## src/pkg/skf_pkg.sv

```systemverilog
// Constants shared by the skid-buffered FIFO and its storage
package skf_pkg;

   ////////////////////////////////////////////////////////////////////////////
   // Sizes
   localparam int SKF_DEPTH = 8;
   localparam int SKF_WIDTH = 8;
   localparam int SKF_STAGES = 2;
   localparam int SKF_STOP_SLACK = 5;
   localparam int SKF_ADDR_W = 12;

   ////////////////////////////////////////////////////////////////////////////
   // Register byte offsets
   localparam logic [11:0] SKF_OFF_CTRL = 12'h000;
   localparam logic [11:0] SKF_OFF_THRESH = 12'h004;
   localparam logic [11:0] SKF_OFF_STATUS = 12'h008;
   localparam logic [11:0] SKF_OFF_DROPS = 12'h00c;

   ////////////////////////////////////////////////////////////////////////////
   // Field positions
   localparam int SKF_CTRL_FLUSH_BIT = 0;
   localparam int SKF_STAT_LVL_LSB = 0;
   localparam int SKF_STAT_EMPTY_BIT = 8;
   localparam int SKF_STAT_FULL_BIT = 9;
   localparam int SKF_STAT_NEAR_BIT = 10;
   localparam int SKF_STAT_STOP_BIT = 11;
   localparam int SKF_STAT_VAC1_BIT = 12;
   localparam int SKF_STAT_VAC2_BIT = 13;

   ////////////////////////////////////////////////////////////////////////////
   // Reset values
   localparam logic [7:0] SKF_THRESH_RST = 8'h05;
   localparam logic [7:0] SKF_DROPS_RST = 8'h00;
   localparam logic [31:0] SKF_DATA_RST = 32'h0000_0000;

   typedef enum logic [2:0] {
      SKF_REG_CTRL,
      SKF_REG_THRESH,
      SKF_REG_STATUS,
      SKF_REG_DROPS,
      SKF_REG_NONE
   } skf_reg_e;

endpackage

```

## src/rtl/skf_store.sv

```systemverilog
// Storage FIFO with registered head word and valid/ready on both sides
`timescale 1ns/1ns
module skf_store import skf_pkg::*; #(
   parameter int WIDTH = SKF_WIDTH,
   parameter int DEPTH = SKF_DEPTH
) (
   input wire logic clk,
   input wire logic rst_n,
   input wire logic srst,
   input wire logic wr_valid,
   input wire logic [WIDTH-1:0] wr_data,
   output logic wr_ready,
   input wire logic rd_ready,
   output logic rd_valid,
   output logic [WIDTH-1:0] rd_data
);

   localparam int AW = (DEPTH > 1) ? $clog2(DEPTH) : 1;
   localparam int CW = $clog2(DEPTH) + 1;
   localparam logic [CW-1:0] FULL_C = CW'(DEPTH);
   localparam logic [AW-1:0] LAST_C = AW'(DEPTH - 1);

   logic [WIDTH-1:0] mem [0:DEPTH-1];
   logic [AW-1:0] wr_ptr_r, wr_ptr_nxt, rd_ptr_r, rd_ptr_nxt;
   logic [CW-1:0] count_r, count_nxt;
   logic ready_r, ready_nxt, valid_r, valid_nxt;
   logic [WIDTH-1:0] head_r, head_nxt;
   logic wr_take, rd_take;

   function automatic logic [AW-1:0] skf_wrap_inc(input logic [AW-1:0] p);
      skf_wrap_inc = (p == LAST_C) ? '0 : p + 1'b1;
   endfunction

   ////////////////////////////////////////////////////////////////////////////
   // Next state
   always_comb begin
      wr_take = wr_valid && ready_r && !srst;
      rd_take = rd_ready && valid_r && !srst;
      wr_ptr_nxt = wr_take ? skf_wrap_inc(wr_ptr_r) : wr_ptr_r;
      rd_ptr_nxt = rd_take ? skf_wrap_inc(rd_ptr_r) : rd_ptr_r;
      count_nxt = count_r + CW'(wr_take) - CW'(rd_take);
      if (srst) begin
         wr_ptr_nxt = '0;
         rd_ptr_nxt = '0;
         count_nxt = '0;
      end
      ready_nxt = (count_nxt != FULL_C);
      valid_nxt = (count_nxt != '0);
      // Registered head word, bypassing a write into the head slot
      if (wr_take && (wr_ptr_r == rd_ptr_nxt)) begin
         head_nxt = wr_data;
      end else begin
         head_nxt = mem[rd_ptr_nxt];
      end
   end

   ////////////////////////////////////////////////////////////////////////////
   // Registers
   always_ff @(posedge clk or negedge rst_n) begin
      if (!rst_n) begin
         wr_ptr_r <= '0;
         rd_ptr_r <= '0;
         count_r <= '0;
         ready_r <= 1'b1;
         valid_r <= 1'b0;
         head_r <= '0;
      end else begin
         wr_ptr_r <= wr_ptr_nxt;
         rd_ptr_r <= rd_ptr_nxt;
         count_r <= count_nxt;
         ready_r <= ready_nxt;
         valid_r <= valid_nxt;
         head_r <= head_nxt;
      end
   end

   always_ff @(posedge clk) begin
      if (wr_take) begin
         mem[wr_ptr_r] <= wr_data;
      end
   end

   assign wr_ready = ready_r;
   assign rd_valid = valid_r;
   assign rd_data = head_r;

endmodule

```

## src/rtl/skf_top.sv

```systemverilog
// Skid-buffered single-clock FIFO with delayed stop and APB status registers
// Function
// - Nearly-full stop passes two register stages before reaching the producer.
// - Threshold is clamped so the delayed-stop words always fit.
// - Read side runs through two cascaded skid output stages.
// - Build option picks look-ahead acknowledge or normal request pop meaning.
// - Fill level width is log2 ceiling of depth plus one.
// - Ready shows buffer not full; valid shows a word at the output.
// - Fill level counts stored words plus each occupied output stage.
// - Reset marks both output stages vacant.
// - Stage two loads when vacant or popped; stage one when vacant or two loads.
// - Storage is read only when not empty and stage one can load.
// - Storage clears synchronously and presents its head through a register.
// - Immediate full and empty flags are acted on in the same cycle.
`timescale 1ns/1ns
module skf_top import skf_pkg::*; #(
   parameter int DATA_WIDTH = SKF_WIDTH,
   parameter int FIFO_DEPTH = SKF_DEPTH,
   parameter bit SHOWAHEAD = 1'b1,
   localparam int LVL_W = $clog2(FIFO_DEPTH) + 1
) (
   input wire logic pclk,
   input wire logic presetn,
   input wire logic psel,
   input wire logic penable,
   input wire logic pwrite,
   input wire logic [SKF_ADDR_W-1:0] paddr,
   input wire logic [31:0] pwdata,
   output logic [31:0] prdata,
   output logic pready,
   output logic pslverr,
   input wire logic push,
   input wire logic [DATA_WIDTH-1:0] in_data,
   output logic in_ready,
   output logic nearly_full,
   input wire logic pop,
   output logic out_valid,
   output logic [DATA_WIDTH-1:0] out_data,
   output logic [LVL_W-1:0] fill_level
);

   localparam logic [7:0] SAFE_THRESH = 8'(FIFO_DEPTH + SKF_STAGES - SKF_STOP_SLACK);
   localparam logic [LVL_W-1:0] CAPACITY = LVL_W'(FIFO_DEPTH + SKF_STAGES);

   ////////////////////////////////////////////////////////////////////////////
   // Declarations
   logic st_ready, st_valid;
   logic [DATA_WIDTH-1:0] st_data;
   logic pop_take, push_take, ld1, ld2, rd_req;
   logic stage_one_vacant_r, stage_one_vacant_nxt;
   logic stage_two_vacant_r, stage_two_vacant_nxt;
   logic [DATA_WIDTH-1:0] s1_data_r, s1_data_nxt, s2_data_r, s2_data_nxt;
   logic [DATA_WIDTH-1:0] out_data_r, out_data_nxt;
   logic out_valid_r, out_valid_nxt;
   logic [LVL_W-1:0] fill_r, fill_nxt;
   logic near1_r, near1_nxt, near2_r, near2_nxt;
   logic [7:0] thr_eff;
   logic [7:0] thr_r, thr_nxt;
   logic [7:0] drops_r, drops_nxt;
   logic flush_r, flush_nxt;
   logic [31:0] prdata_r, prdata_nxt;
   logic pready_r, pready_nxt, pslverr_r, pslverr_nxt;
   logic setup, wr_access;
   skf_reg_e idx;

   function automatic skf_reg_e skf_decode(input logic [SKF_ADDR_W-1:0] a);
      if (a == SKF_OFF_CTRL) begin
         skf_decode = SKF_REG_CTRL;
      end else if (a == SKF_OFF_THRESH) begin
         skf_decode = SKF_REG_THRESH;
      end else if (a == SKF_OFF_STATUS) begin
         skf_decode = SKF_REG_STATUS;
      end else if (a == SKF_OFF_DROPS) begin
         skf_decode = SKF_REG_DROPS;
      end else begin
         skf_decode = SKF_REG_NONE;
      end
   endfunction

   ////////////////////////////////////////////////////////////////////////////
   // Storage
   skf_store #(
      .WIDTH(DATA_WIDTH),
      .DEPTH(FIFO_DEPTH)
   ) u_store (
      .clk(pclk),
      .rst_n(presetn),
      .srst(flush_r),
      .wr_valid(push),
      .wr_data(in_data),
      .wr_ready(st_ready),
      .rd_ready(rd_req),
      .rd_valid(st_valid),
      .rd_data(st_data)
   );

   ////////////////////////////////////////////////////////////////////////////
   // Output stages and flow control, next state
   always_comb begin
      pop_take = pop && out_valid_r && !flush_r;
      push_take = push && st_ready && !flush_r;
      ld2 = stage_two_vacant_r || pop_take;
      ld1 = stage_one_vacant_r || ld2;
      rd_req = st_valid && ld1;
      stage_one_vacant_nxt = stage_one_vacant_r;
      stage_two_vacant_nxt = stage_two_vacant_r;
      s1_data_nxt = s1_data_r;
      s2_data_nxt = s2_data_r;
      if (ld1) begin
         stage_one_vacant_nxt = !st_valid;
         s1_data_nxt = st_data;
      end
      if (ld2) begin
         stage_two_vacant_nxt = stage_one_vacant_r;
         s2_data_nxt = s1_data_r;
      end
      fill_nxt = fill_r + LVL_W'(push_take) - LVL_W'(pop_take);
      if (flush_r) begin
         stage_one_vacant_nxt = 1'b1;
         stage_two_vacant_nxt = 1'b1;
         fill_nxt = '0;
      end
      out_valid_nxt = !stage_two_vacant_nxt;
      if (SHOWAHEAD) begin
         out_data_nxt = s2_data_nxt;
      end else if (pop_take) begin
         out_data_nxt = s2_data_r;
      end else begin
         out_data_nxt = out_data_r;
      end
      thr_eff = (thr_r > SAFE_THRESH) ? SAFE_THRESH : thr_r;
      near1_nxt = (8'(fill_nxt) >= thr_eff);
      near2_nxt = near1_r;
   end

   ////////////////////////////////////////////////////////////////////////////
   // Output stages and flow control, registers
   always_ff @(posedge pclk or negedge presetn) begin
      if (!presetn) begin
         stage_one_vacant_r <= 1'b1;
         stage_two_vacant_r <= 1'b1;
         s1_data_r <= '0;
         s2_data_r <= '0;
         out_data_r <= '0;
         out_valid_r <= 1'b0;
         fill_r <= '0;
         near1_r <= 1'b0;
         near2_r <= 1'b0;
      end else begin
         stage_one_vacant_r <= stage_one_vacant_nxt;
         stage_two_vacant_r <= stage_two_vacant_nxt;
         s1_data_r <= s1_data_nxt;
         s2_data_r <= s2_data_nxt;
         out_data_r <= out_data_nxt;
         out_valid_r <= out_valid_nxt;
         fill_r <= fill_nxt;
         near1_r <= near1_nxt;
         near2_r <= near2_nxt;
      end
   end

   ////////////////////////////////////////////////////////////////////////////
   // APB slave, next state
   always_comb begin
      idx = skf_decode(paddr);
      setup = psel && !penable;
      wr_access = psel && penable && pwrite && pready_r;
      thr_nxt = thr_r;
      flush_nxt = 1'b0;
      drops_nxt = drops_r;
      if (wr_access && (idx == SKF_REG_CTRL)) begin
         flush_nxt = pwdata[SKF_CTRL_FLUSH_BIT];
      end
      if (wr_access && (idx == SKF_REG_THRESH)) begin
         thr_nxt = pwdata[7:0];
      end
      if (wr_access && (idx == SKF_REG_DROPS)) begin
         drops_nxt = SKF_DROPS_RST;
      end
      // A drop in the clearing cycle still counts
      if (push && !st_ready && !flush_r) begin
         drops_nxt = (drops_nxt == 8'hff) ? drops_nxt : drops_nxt + 8'h01;
      end
      pready_nxt = setup;
      pslverr_nxt = setup && (idx == SKF_REG_NONE);
      prdata_nxt = SKF_DATA_RST;
      if (setup && !pwrite) begin
         if (idx == SKF_REG_THRESH) begin
            prdata_nxt[7:0] = thr_r;
         end else if (idx == SKF_REG_STATUS) begin
            prdata_nxt[SKF_STAT_LVL_LSB +: LVL_W] = fill_r;
            prdata_nxt[SKF_STAT_EMPTY_BIT] = (fill_r == '0);
            prdata_nxt[SKF_STAT_FULL_BIT] = (fill_r == CAPACITY);
            prdata_nxt[SKF_STAT_NEAR_BIT] = near1_r;
            prdata_nxt[SKF_STAT_STOP_BIT] = near2_r;
            prdata_nxt[SKF_STAT_VAC1_BIT] = stage_one_vacant_r;
            prdata_nxt[SKF_STAT_VAC2_BIT] = stage_two_vacant_r;
         end else if (idx == SKF_REG_DROPS) begin
            prdata_nxt[7:0] = drops_r;
         end
      end
   end

   ////////////////////////////////////////////////////////////////////////////
   // APB slave, registers
   always_ff @(posedge pclk or negedge presetn) begin
      if (!presetn) begin
         thr_r <= SKF_THRESH_RST;
         drops_r <= SKF_DROPS_RST;
         flush_r <= 1'b0;
         prdata_r <= SKF_DATA_RST;
         pready_r <= 1'b0;
         pslverr_r <= 1'b0;
      end else begin
         thr_r <= thr_nxt;
         drops_r <= drops_nxt;
         flush_r <= flush_nxt;
         prdata_r <= prdata_nxt;
         pready_r <= pready_nxt;
         pslverr_r <= pslverr_nxt;
      end
   end

   ////////////////////////////////////////////////////////////////////////////
   // Outputs
   assign prdata = prdata_r;
   assign pready = pready_r;
   assign pslverr = pslverr_r;
   assign in_ready = st_ready;
   assign nearly_full = near2_r;
   assign out_valid = out_valid_r;
   assign out_data = out_data_r;
   assign fill_level = fill_r;

endmodule
```

## config.mk

```make
export PLATFORM = sky130hd
export DESIGN_NAME = skf_top
export DESIGN_NICKNAME = d
export VERILOG_FILES = /design/src/pkg/skf_pkg.sv /design/src/rtl/skf_store.sv /design/src/rtl/skf_top.sv
export SDC_FILE = /design/constraint.sdc
export NUM_CORES = 1
export LEC_CHECK = 0
export BUFFER_PORTS_ARGS = -buffer_cell sky130_fd_sc_hd__clkbuf_2
export CORE_ASPECT_RATIO = 1.75
export CORE_UTILIZATION = 30
export DETAILED_ROUTE_END_ITERATION = 16
export PLACE_DENSITY_LB_ADDON = 0.2
export RECOVER_POWER = 100
export SETUP_SLACK_MARGIN = 0.15
export SLEW_MARGIN = 20
export SYNTH_ARGS = -nofsm -noshare
export SYNTH_HDL_FRONTEND = slang
export SYNTH_SLANG_ARGS = --single-unit
export TNS_END_PERCENT = 100
```

## constraint.sdc

```tcl
create_clock -name pclk -period 4 [get_ports pclk]
set_clock_uncertainty 0.15 [all_clocks]
set_input_delay 0.2 -clock pclk [delete_from_list [all_inputs] [get_ports pclk]]
set_output_delay 0.2 -clock pclk [all_outputs]
set_load 0.1 [all_outputs]
```

## Word-level counts from Yosys, hierarchy flattened

Memories as Yosys holds them, arrays and structs flattened. A register that Yosys moved wholly into a read port is not among the register bits.
Cells that the tools add are included.

| storage, ports and cells | value |
|---|---|
| register bits | 70 |
| memory bits (writable) | 64 |
| input bits | 59 |
| output and inout bits | 49 |
| memories | 1 |

Memory list:

| name | words | bits a word | read ports | clocked after memory_dff | write ports | RTL line | source |
|---|---|---|---|---|---|---|---|
| u_store.mem | 8 | 8 | 1 | 1 | 1 | skf_store.sv:23 | `logic [WIDTH-1:0] mem [0:DEPTH-1];` |

| operators by class | value |
|---|---|
| add/subtract/negate cells | 7 |
| order comparisons | 2 |
| equality and inequality tests | 12 |
| muxes and demuxes | 30 |
| reduce and logical (&&, ||, !) cells | 33 |

Operators with widths:

| cell | count |
|---|---|
| $mux W8 | 6 |
| $mux W3 | 10 |
| $eq A12 B4 Y1 const B | 2 |
| $logic_and A1 B1 Y1 | 18 |
| $mux W4 | 4 |
| $mux W14 | 1 |
| $eq A12 B3 Y1 const B | 1 |
| $logic_not A12 Y1 | 1 |
| $mux W6 | 2 |
| $eq A3 B3 Y1 const B | 3 |
| $add A4 B1 Y4 | 2 |
| $add A8 B1 Y8 const B | 1 |
| $eq A8 B8 Y1 const B | 1 |
| $ge A4 B8 Y1 | 1 |
| $gt A8 B3 Y1 const B | 1 |
| $sub A4 B1 Y4 | 2 |
| $logic_not A1 Y1 | 7 |
| $mux W1 | 7 |
| $add A3 B1 Y3 const B | 2 |
| $eq A3 B2 Y1 const B | 2 |
| $eq A4 B4 Y1 const B | 1 |
| $logic_not A4 Y1 | 1 |
| $ne A4 B4 Y1 const B | 1 |
| $reduce_bool A2 Y1 | 2 |
| other kinds (4) | 5 |

## Longest topological paths before layout

Gate-level depths: netlist (run 1).

| logic depth | value |
|---|---|
| depth after elaboration | 11 |
| mapped depth | 14 |
| mapped depth without buffers | 12 |

## Modules after synthesis

From an unflattened synthesis (run 1), not the netlist that was laid out.

| second synthesis, totals | value |
|---|---|
| cells, all modules | 528 |
| area, all modules | 6515.0 µm² |

By module, submodules not included:

| module | times used | cells an instance | area each (µm²) | seq. area each (µm²) |
|---|---|---|---|---|
| skf_store | 1 | 278 | 3732.3 | 2423.6 |
| skf_top | 1 | 250 | 2782.7 | 1456.4 |

## Least setup slack after synthesis (run 1)

No wires, ideal clock.

| path | value |
|---|---|
| path type | reg2reg |
| from | register u_store.ready_r (netlist: u_store.wr_ready) |
| to | register near1_r |
| library setup time | 122 ps |
| arrival | 2905 ps |
| data required time | 3728 ps |
| path slack | 823 ps |
| cell stages (with the launch flop) | 12 |
| path buffers | 0 |
| period minus slack after synthesis | 3177 ps |
| cells stage by stage | dfstp_2 nand3_1 ha_1 inv_1 ha_1 fa_1 nor2b_1 ha_1 a21oi_1 nor2b_1 o21ai_0 nand2b_1 |

| on the way | value |
|---|---|
| cells in the longest elaborated chain, start to end | 6 |

Ends and longest elaborated chain:

| item | RTL line | source |
|---|---|---|
| from (decl) | skf_store.sv:26 | `logic ready_r, ready_nxt, valid_r, valid_nxt;` |
| from (signal assigned) | skf_store.sv:71 | `ready_r <= ready_nxt;` |
| $logic_and A1 B1 Y1 (2 in series) | skf_top.sv:101 | `push_take = push && st_ready && !flush_r;` |
| $add A4 B1 Y4 | skf_top.sv:117 | `fill_nxt = fill_r + LVL_W'(push_take) - LVL_W'(pop_take);` |
| $sub A4 B1 Y4 | skf_top.sv:117 |  |
| $mux W4 | skf_top.sv:118 | `if (flush_r) begin` |
| named net fill_nxt[1] | skf_top.sv:55 | `logic [LVL_W-1:0] fill_r, fill_nxt;` |
| $ge A4 B8 Y1 | skf_top.sv:132 | `near1_nxt = (8'(fill_nxt) >= thr_eff);` |
| named net near1_nxt | skf_top.sv:56 | `logic near1_r, near1_nxt, near2_r, near2_nxt;` |
| to (signal assigned) | skf_top.sv:157 | `near1_r <= near1_nxt;` |
| to (decl) | skf_top.sv:56 |  |

The timed path passes the listed nets, and every way through them passes these cells.
A chain may end at the register's enable or synchronous reset.

## Worst setup path in the final report (run 1)

| path | value |
|---|---|
| from | register flush_r |
| to | register u_store.head_r[5] (netlist: u_store.rd_data[5]) (read register of u_store.mem) |

| on the way | value |
|---|---|
| cells in the longest elaborated chain, start to end | 9 |

Ends and longest elaborated chain:

| item | RTL line | source |
|---|---|---|
| from (decl) | skf_top.sv:60 | `logic flush_r, flush_nxt;` |
| from (signal assigned) | skf_top.sv:217 | `flush_r <= flush_nxt;` |
| $logic_not A1 Y1 | skf_store.sv:38, skf_top.sv:100 |  |
| $logic_and A1 B1 Y1 | skf_top.sv:100 | `pop_take = pop && out_valid_r && !flush_r;` |
| $logic_or A1 B1 Y1 | skf_top.sv:102 | `ld2 = stage_two_vacant_r \|\| pop_take;` |
| $logic_or A1 B1 Y1 | skf_top.sv:103 | `ld1 = stage_one_vacant_r \|\| ld2;` |
| $logic_and A1 B1 Y1 | skf_top.sv:104 | `rd_req = st_valid && ld1;` |
| $logic_and A1 B1 Y1 (2 in series) | skf_store.sv:38 | `rd_take = rd_ready && valid_r && !srst;` |
| $mux W3 | skf_store.sv:40 | `rd_ptr_nxt = rd_take ? skf_wrap_inc(rd_ptr_r) : rd_ptr_r;` |
| $mux W3 (*) | skf_store.sv:42 | `if (srst) begin` |
| to (decl) | skf_store.sv:27 | `logic [WIDTH-1:0] head_r, head_nxt;` |

Mark *: on every way between the ends. The rest lies on a longest branch, timed or not.

==> run_results.csv, run 1 <==
group,metric,value,unit
pwr,pwr-share-comb,0.396,
sta,tns,0,ns
floorplan,die_y,198.7,um
yosys,synth-edff-count,64,
final_layout,fillers,2162,
final_layout,antenna_cells,0,
pwr,p_leak,3.254,nW
final_layout,fin_cells,941,
grt,grt_max_degree,50,
floorplan,row_count,71,
floorplan,ios,108,
setup_path,end_kind,"flop",
setup_path,path_class,"reg -> reg",
final_layout,drive_gt1_frac,0.1387,
grt,gr-total-overflow,0,
pwr,p_clk_frac,0.266,
setup_path,path_cells,"clkbuf_1, nor4b_1, and2_1, nor2_2, mux2_2, o2bb2ai_1, o31ai_1",
grt,grt_use_total,0.1446,
pwr,power.internal,0.003617,W
hold_path,min_path_type,"in -> reg",
yosys,ys_types,60,
sta,hold_viol_final,0,
detailed_routing,drc,0,
setup_path,cpLargestDelayFamily,"simple AND/OR/NAND/NOR gates",
setup_path,slowest_delay,0.75,ns
detailed_routing,vias,4450,
clocking,path_clk_slew,0.06,ns
pwr,irDropWorstVdd,347.2,uV
sta,worst_slew_pin_slew,2.585,ns
floorplan,start_util,0.3072,
detailed_routing,viasPerCell,4.729,
yosys,synth_warnings,0,
pwr,p_sw,0.002414,W
grt,grt_pass1_vias,4659,
sta,fmax,291.3,MHz
setup_path,cp_max_fo,19,
placement,dp_hpwl,10680,um
yosys,yosys_most_used_dff,"dfrtp_1",
yosys,synthArstFlopShare,0.5493,
final_layout,mostFrequentLayoutCells,"dfrtp_1 (73), edfxtp_1 (64), clkbuf_1 (49), nand2_1 (47), nor2_1 (34)",
final_layout,layout.nets,716,
sta,fin_crit_sh,0.8582,
detailed_routing,wirelength,15490,um
yosys,yosysSeqAreaShare,0.5851,
clocking,root_buffer,"clkbuf_16",
placement,numPortBuffers,65,
clocking,post-cts-setup-buffers,0,
clocking,clockBufferDepth,2,
setup_path,cpMaxStageDelayCell,"nor2_2",
yosys,netlist_instances,543,
yosys,ys_seq_elements,142,
sta,setup_violations,0,
detailed_routing,wire_per_inst,16.46,um
clocking,cts_tree,"done",
floorplan,die_width,114.4,um
grt,grt_pass1_wl,24540,um
clocking,numCtsBuffers,17,
run,maxCapViolCount,1,
final_layout,areaGrowthSynthToFinish,19.64,%
clocking,cts_hold_buf,23,
detailed_routing,ant_nets,0,
status,violations,"max-capacitance violations, max-slew violations",
detailed_routing,drt_iter0_markers,146,
clocking,htree_levels,4,
sta,slew_headroom,-0.7231,
clocking,worstSkewPairLatency,0.41,ns
setup_path,arrival,3.54,ns
pwr,power.density,760.1,nW/um^2
setup_path,crit_buf_inv,1,
placement,gp_congestion,0.7717,
clocking,cts_sinks,142,
final_layout,final_common_cell,"dfrtp_1",
yosys,synth.cell_area,6631,um^2
detailed_routing,drtPass1Iterations,4,
yosys,syn_area_per_cell,12.21,um^2
status,status,"finished, violations left",
sta,slew_viol_final,46,
setup_path,crit_path_start_kind,"flop",
sta,fin_crit,3.433,ns
pwr,power_switching_share,0.4002,
sta,rsz0062_at_grt,"no",
grt,antenna_found_initial,0,
clocking,ctsResizeCount,0,
floorplan,core_area,21590,um^2
pwr,p_total,0.006030,W
placement,dp.cells,887,
setup_path,cp.required,4.11,ns
pwr,power_frac_seq,0.338,
floorplan,die_area,22730,um^2
final_layout,final_core_util,0.3675,
cell type report:
type	count	area (um^2)	share of cell area
repair buffers	101	575.6	0.07254
clock inverters	13	163.9	0.02066
inverters	22	82.58	0.01041
flip-flops and latches	142	3880	0.4890
well taps	292	365.4	0.04605
clock buffers	18	429.2	0.05409
multi-input cells	353	2437	0.3072
logic make-up after synthesis:
| group | Yosys count | synth area share |
|---|---|---|
| compound gates | 98 | 0.1147 |
| xor+xnor | 9 | 0.01189 |
| fa+ha+maj | 20 | 0.04000 |
| buf+inv | 65 | 0.04962 |
| flops | 142 | 0.5851 |
| mux | 38 | 0.06547 |
| other cells | 2 | 0.001132 |
| simple gates | 169 | 0.1321 |
worst min-delay path, delay by kind of cell:
| kind | cells | cell delay (ns) |
|---|---|---|
| buf+inv | 1 | 0.09 |
| simple gates | 2 | 0.29 |
routing by layer:
metal	up-vias	GRT usage	routed length (um)
met1	2202	0.1469	6215
li1	2131	-	-
met3	17	0.03016	445
met2	100	0.2790	8485
met5	-	0	0
met4	0	0.06157	344
metrics by stage:
stage | hold WS, ns | area (um^2) | worst slack [ns]
after CTS | 0.03590 | 8068 | 0.8194
final | 0.05918 | 7934 | 0.5672
after global routing | 0.06853 | 7934 | 0.3488
after floorplan | -0.2456 | 6695 | 0.8229
after global placement | 0.08418 | 7244 | 0.8858
after detailed placement | 0.1002 | 7244 | 0.8713
synth_stat cells (7+ instances only):
master,number,area share
a21boi_0,24,0.027
a21oi_1,14,0.011
a311o_1,12,0.018
and3_1,16,0.015
buf_4,21,0.024
clkbuf_1,16,0.0091
dfrtp_1,73,0.28
edfxtp_1,64,0.29
ha_1,18,0.034
inv_1,21,0.012
mux2_2,19,0.032
mux2i_1,13,0.020
nand2_1,47,0.027
nand2b_1,7,0.0066
nand3_1,14,0.011
nor2_1,32,0.018
nor2b_1,7,0.0066
nor3_1,11,0.0083
o21ai_0,10,0.0075
o32ai_1,13,0.017
state kept, by name, summed over array words and instances, names as in the netlist, 3 cells and up:
register,flops
drops_r,8
fill_level,4
out_data,8
prdata,14
s1_data_r,8
thr_r,8
u_store.count_r,4
u_store.mem,64
u_store.rd_data,8
u_store.rd_ptr_r,3
u_store.wr_ptr_r,3
power by group through the flow:
stage | Clock, W | Combinational, W | Sequential [W]
2_1_floorplan | 0 | 0.00151 | 0.00247
3_3_place_gp | 0 | 0.00245 | 0.00206
3_5_place_dp | 0 | 0.00251 | 0.00207
4_1_cts | 0.00164 | 0.00254 | 0.00205
5_1_grt | 0.00170 | 0.00264 | 0.00208
6_report | 0.00160 | 0.00239 | 0.00204
path summary, 6_finish.rpt:
path | from | to | slack, ns | cells after the start
worst max-delay path | flush_r | u_store.rd_data[5] | 0.57 | 7
worst min-delay path | pwrite | prdata[3] | 0.06 | 3
worst max register to register | flush_r | u_store.rd_data[5] | 0.57 | 7
worst min register to register | near1_r | nearly_full | 0.21 | 0
max in group asynchronous | presetn | stage_one_vacant_r | 1.13 | 3
min in group asynchronous | presetn | prdata[7] | 0.97 | 2
Power figures use the tool's default switching activity.
==> run 2, diff against run 1 <==
--- a/config.mk
+++ b/config.mk
@@ -7,7 +7,8 @@
 export LEC_CHECK = 0
 export BUFFER_PORTS_ARGS = -buffer_cell sky130_fd_sc_hd__clkbuf_2
 export CORE_ASPECT_RATIO = 1.75
-export CORE_UTILIZATION = 30
+export CORE_UTILIZATION = 57
+export CTS_CLUSTER_DIAMETER = 50
 export DETAILED_ROUTE_END_ITERATION = 16
 export PLACE_DENSITY_LB_ADDON = 0.2
 export RECOVER_POWER = 100
==> run 2 against run 1 <==
Effect of this change: the run still ends with max-capacitance violations, max-slew violations left; maximum frequency is 2.3% higher; via count rose by 2.7%; critical path depth unchanged; non-clock buffer count shrank 3.
==> run_results.csv, run 2 (synthesis results as in run 1) <==
group,metric,value,unit
detailed_routing,drtPass1Iterations,6,
status,status,"finished, violations left",
final_layout,antenna_cells,0,
sta,slew_headroom,-0.1655,
grt,grt_use_total,0.2538,
pwr,power.density,779.5,nW/um^2
floorplan,ios,108,
setup_path,end_kind,"flop",
final_layout,drive_gt1_frac,0.1406,
floorplan,die_y,144.7,um
detailed_routing,viasPerCell,5.866,
final_layout,mostFrequentLayoutCells,"dfrtp_1 (73), edfxtp_1 (64), nand2_1 (47), clkbuf_1 (46), nor2_1 (34)",
detailed_routing,drt_iter0_markers,209,
setup_path,cp.required,4.12,ns
sta,slew_viol_final,27,
clocking,cts_tree,"done",
detailed_routing,vias,4570,
clocking,clockBufferDepth,2,
grt,gr-total-overflow,0,
floorplan,row_count,51,
pwr,p_total,0.006026,W
clocking,worstSkewPairLatency,0.42,ns
detailed_routing,wire_per_inst,18.79,um
setup_path,path_cells,"clkbuf_1, nand2b_1, nor3_1, nor2_1, xnor2_1, or3_1, mux2_1",
sta,hold_viol_final,0,
setup_path,path_class,"reg -> reg",
setup_path,crit_path_start_kind,"flop",
final_layout,seq_area,3880,um^2
pwr,p_leak,3.259,nW
floorplan,die_width,83.54,um
floorplan,die_area,12090,um^2
status,violations,"max-capacitance violations, max-slew violations",
setup_path,slowest_delay,0.70,ns
sta,tns,0,ns
sta,rsz0062_at_grt,"no",
setup_path,cpLargestDelayFamily,"simple AND/OR/NAND/NOR gates",
sta,fin_crit,3.357,ns
final_layout,fillers,817,
placement,gp_congestion,0.8916,
run,maxCapViolCount,3,
sta,fmax,297.9,MHz
final_layout,multi_input_area,2437,um^2
clocking,path_clk_slew,0.06,ns
hold_path,min_path_type,"in -> reg",
grt,grt_max_degree,79,
grt,grt_pass1_wl,22970,um
placement,numPortBuffers,65,
floorplan,core_area,11230,um^2
final_layout,largest_register_ffs,64,
detailed_routing,drc,0,
final_layout,final_common_cell,"dfrtp_1",
placement,dp_hpwl,9721,um
detailed_routing,ant_nets,0,
final_layout,regMostFlops,"u_store.mem",
clocking,ctsResizeCount,0,
final_layout,areaGrowthSynthToFinish,16.57,%
grt,grt_pass1_vias,4738,
clocking,htree_levels,4,
sta,fin_crit_sh,0.8392,
pwr,irDropWorstVdd,788.3,uV
clocking,cts_sinks,142,
setup_path,cpMaxStageDelayCell,"clkbuf_1",
setup_path,crit_buf_inv,1,
clocking,root_buffer,"clkbuf_16",
sta,setup_violations,0,
grt,antenna_found_initial,0,
final_layout,layout.nets,713,
sta,worst_slew_pin_slew,1.735,ns
floorplan,start_util,0.5905,
clocking,numCtsBuffers,17,
setup_path,cp_max_fo,19,
setup_path,arrival,3.48,ns
detailed_routing,wirelength,14640,um
final_layout,final_core_util,0.6883,
==> run 2: changes by cell type in the layout (fill, tap and decap cells not counted), sizes merged <==
cell | before | now
clkinv | 6 | 3
bufinv | 3 | 1
clkbuf | 90 | 92
inv | 25 | 27
buf | 6 | 5
==> run 2: final timing paths <==
check | startpoint | endpoint | slack, ns | depth (start not counted)
worst max-delay path | flush_r | u_store.rd_data[2] | 0.64 | 7
worst min-delay path | pwrite | prdata[0] | 0.04 | 3
worst max register to register | flush_r | u_store.rd_data[2] | 0.64 | 7
worst min register to register | near1_r | nearly_full | 0.22 | 0
max in group asynchronous | presetn | u_store.rd_ptr_r[1] | 1.33 | 3
min in group asynchronous | presetn | out_data[6] | 0.35 | 2
==> run 2: routing by layer <==
layer	part of all wire	up-vias	track usage	wire length, um
met5	0	-	0	0
met1	0.37	2223	0.2584	5388
li1	-	2125	-	-
met2	0.54	174	0.4758	7969
met4	0.045	0	0.1490	655
met3	0.043	48	0.05502	622
==> run 2: power by group <==
group	switching [W]	total [W]	internal (W)
clock	0.000613	0.00158	0.000968
sequential	0.000185	0.00204	0.00186
combinational	0.00162	0.00240	0.000780
total	0.00242	0.00603	0.00360
==> run 2: through the flow <==
step | cells | area (um^2) | hold slack [ns] | worst slack (ns)
final | 779 | 7730 | 0.03687 | 0.6433
after global routing | 779 | 7730 | 0.06146 | 0.3743
after CTS | 778 | 7858 | 0.02849 | 0.9008
after detailed placement | 723 | 7024 | 0.2181 | 0.9124
after global placement | 723 | 7024 | 0.2135 | 0.9644
after floorplan | 560 | 6695 | -0.2456 | 0.8229
==> run 2: final cells by class <==
cell class | instances | area share
Inverter | 22 | 0.01068
Tap cell | 132 | 0.02137
Timing Repair Buffer | 98 | 0.07268
Multi-Input combinational cell | 353 | 0.3153
Sequential cell | 142 | 0.5019
Clock inverter | 10 | 0.01246
Clock buffer | 22 | 0.06556
==> run 2: timing repair <==
action,CTS,global route
setup buffers,0,0
setup endpoints to repair,0,0
endpoints found under the hold margin,151,0
hold buffers,23,0
==> run 2: tightest hold or removal path: stages <==
cell and delay [ns]:
clkbuf_2 0.09, or3_1 0.21, nor2_1 0.07
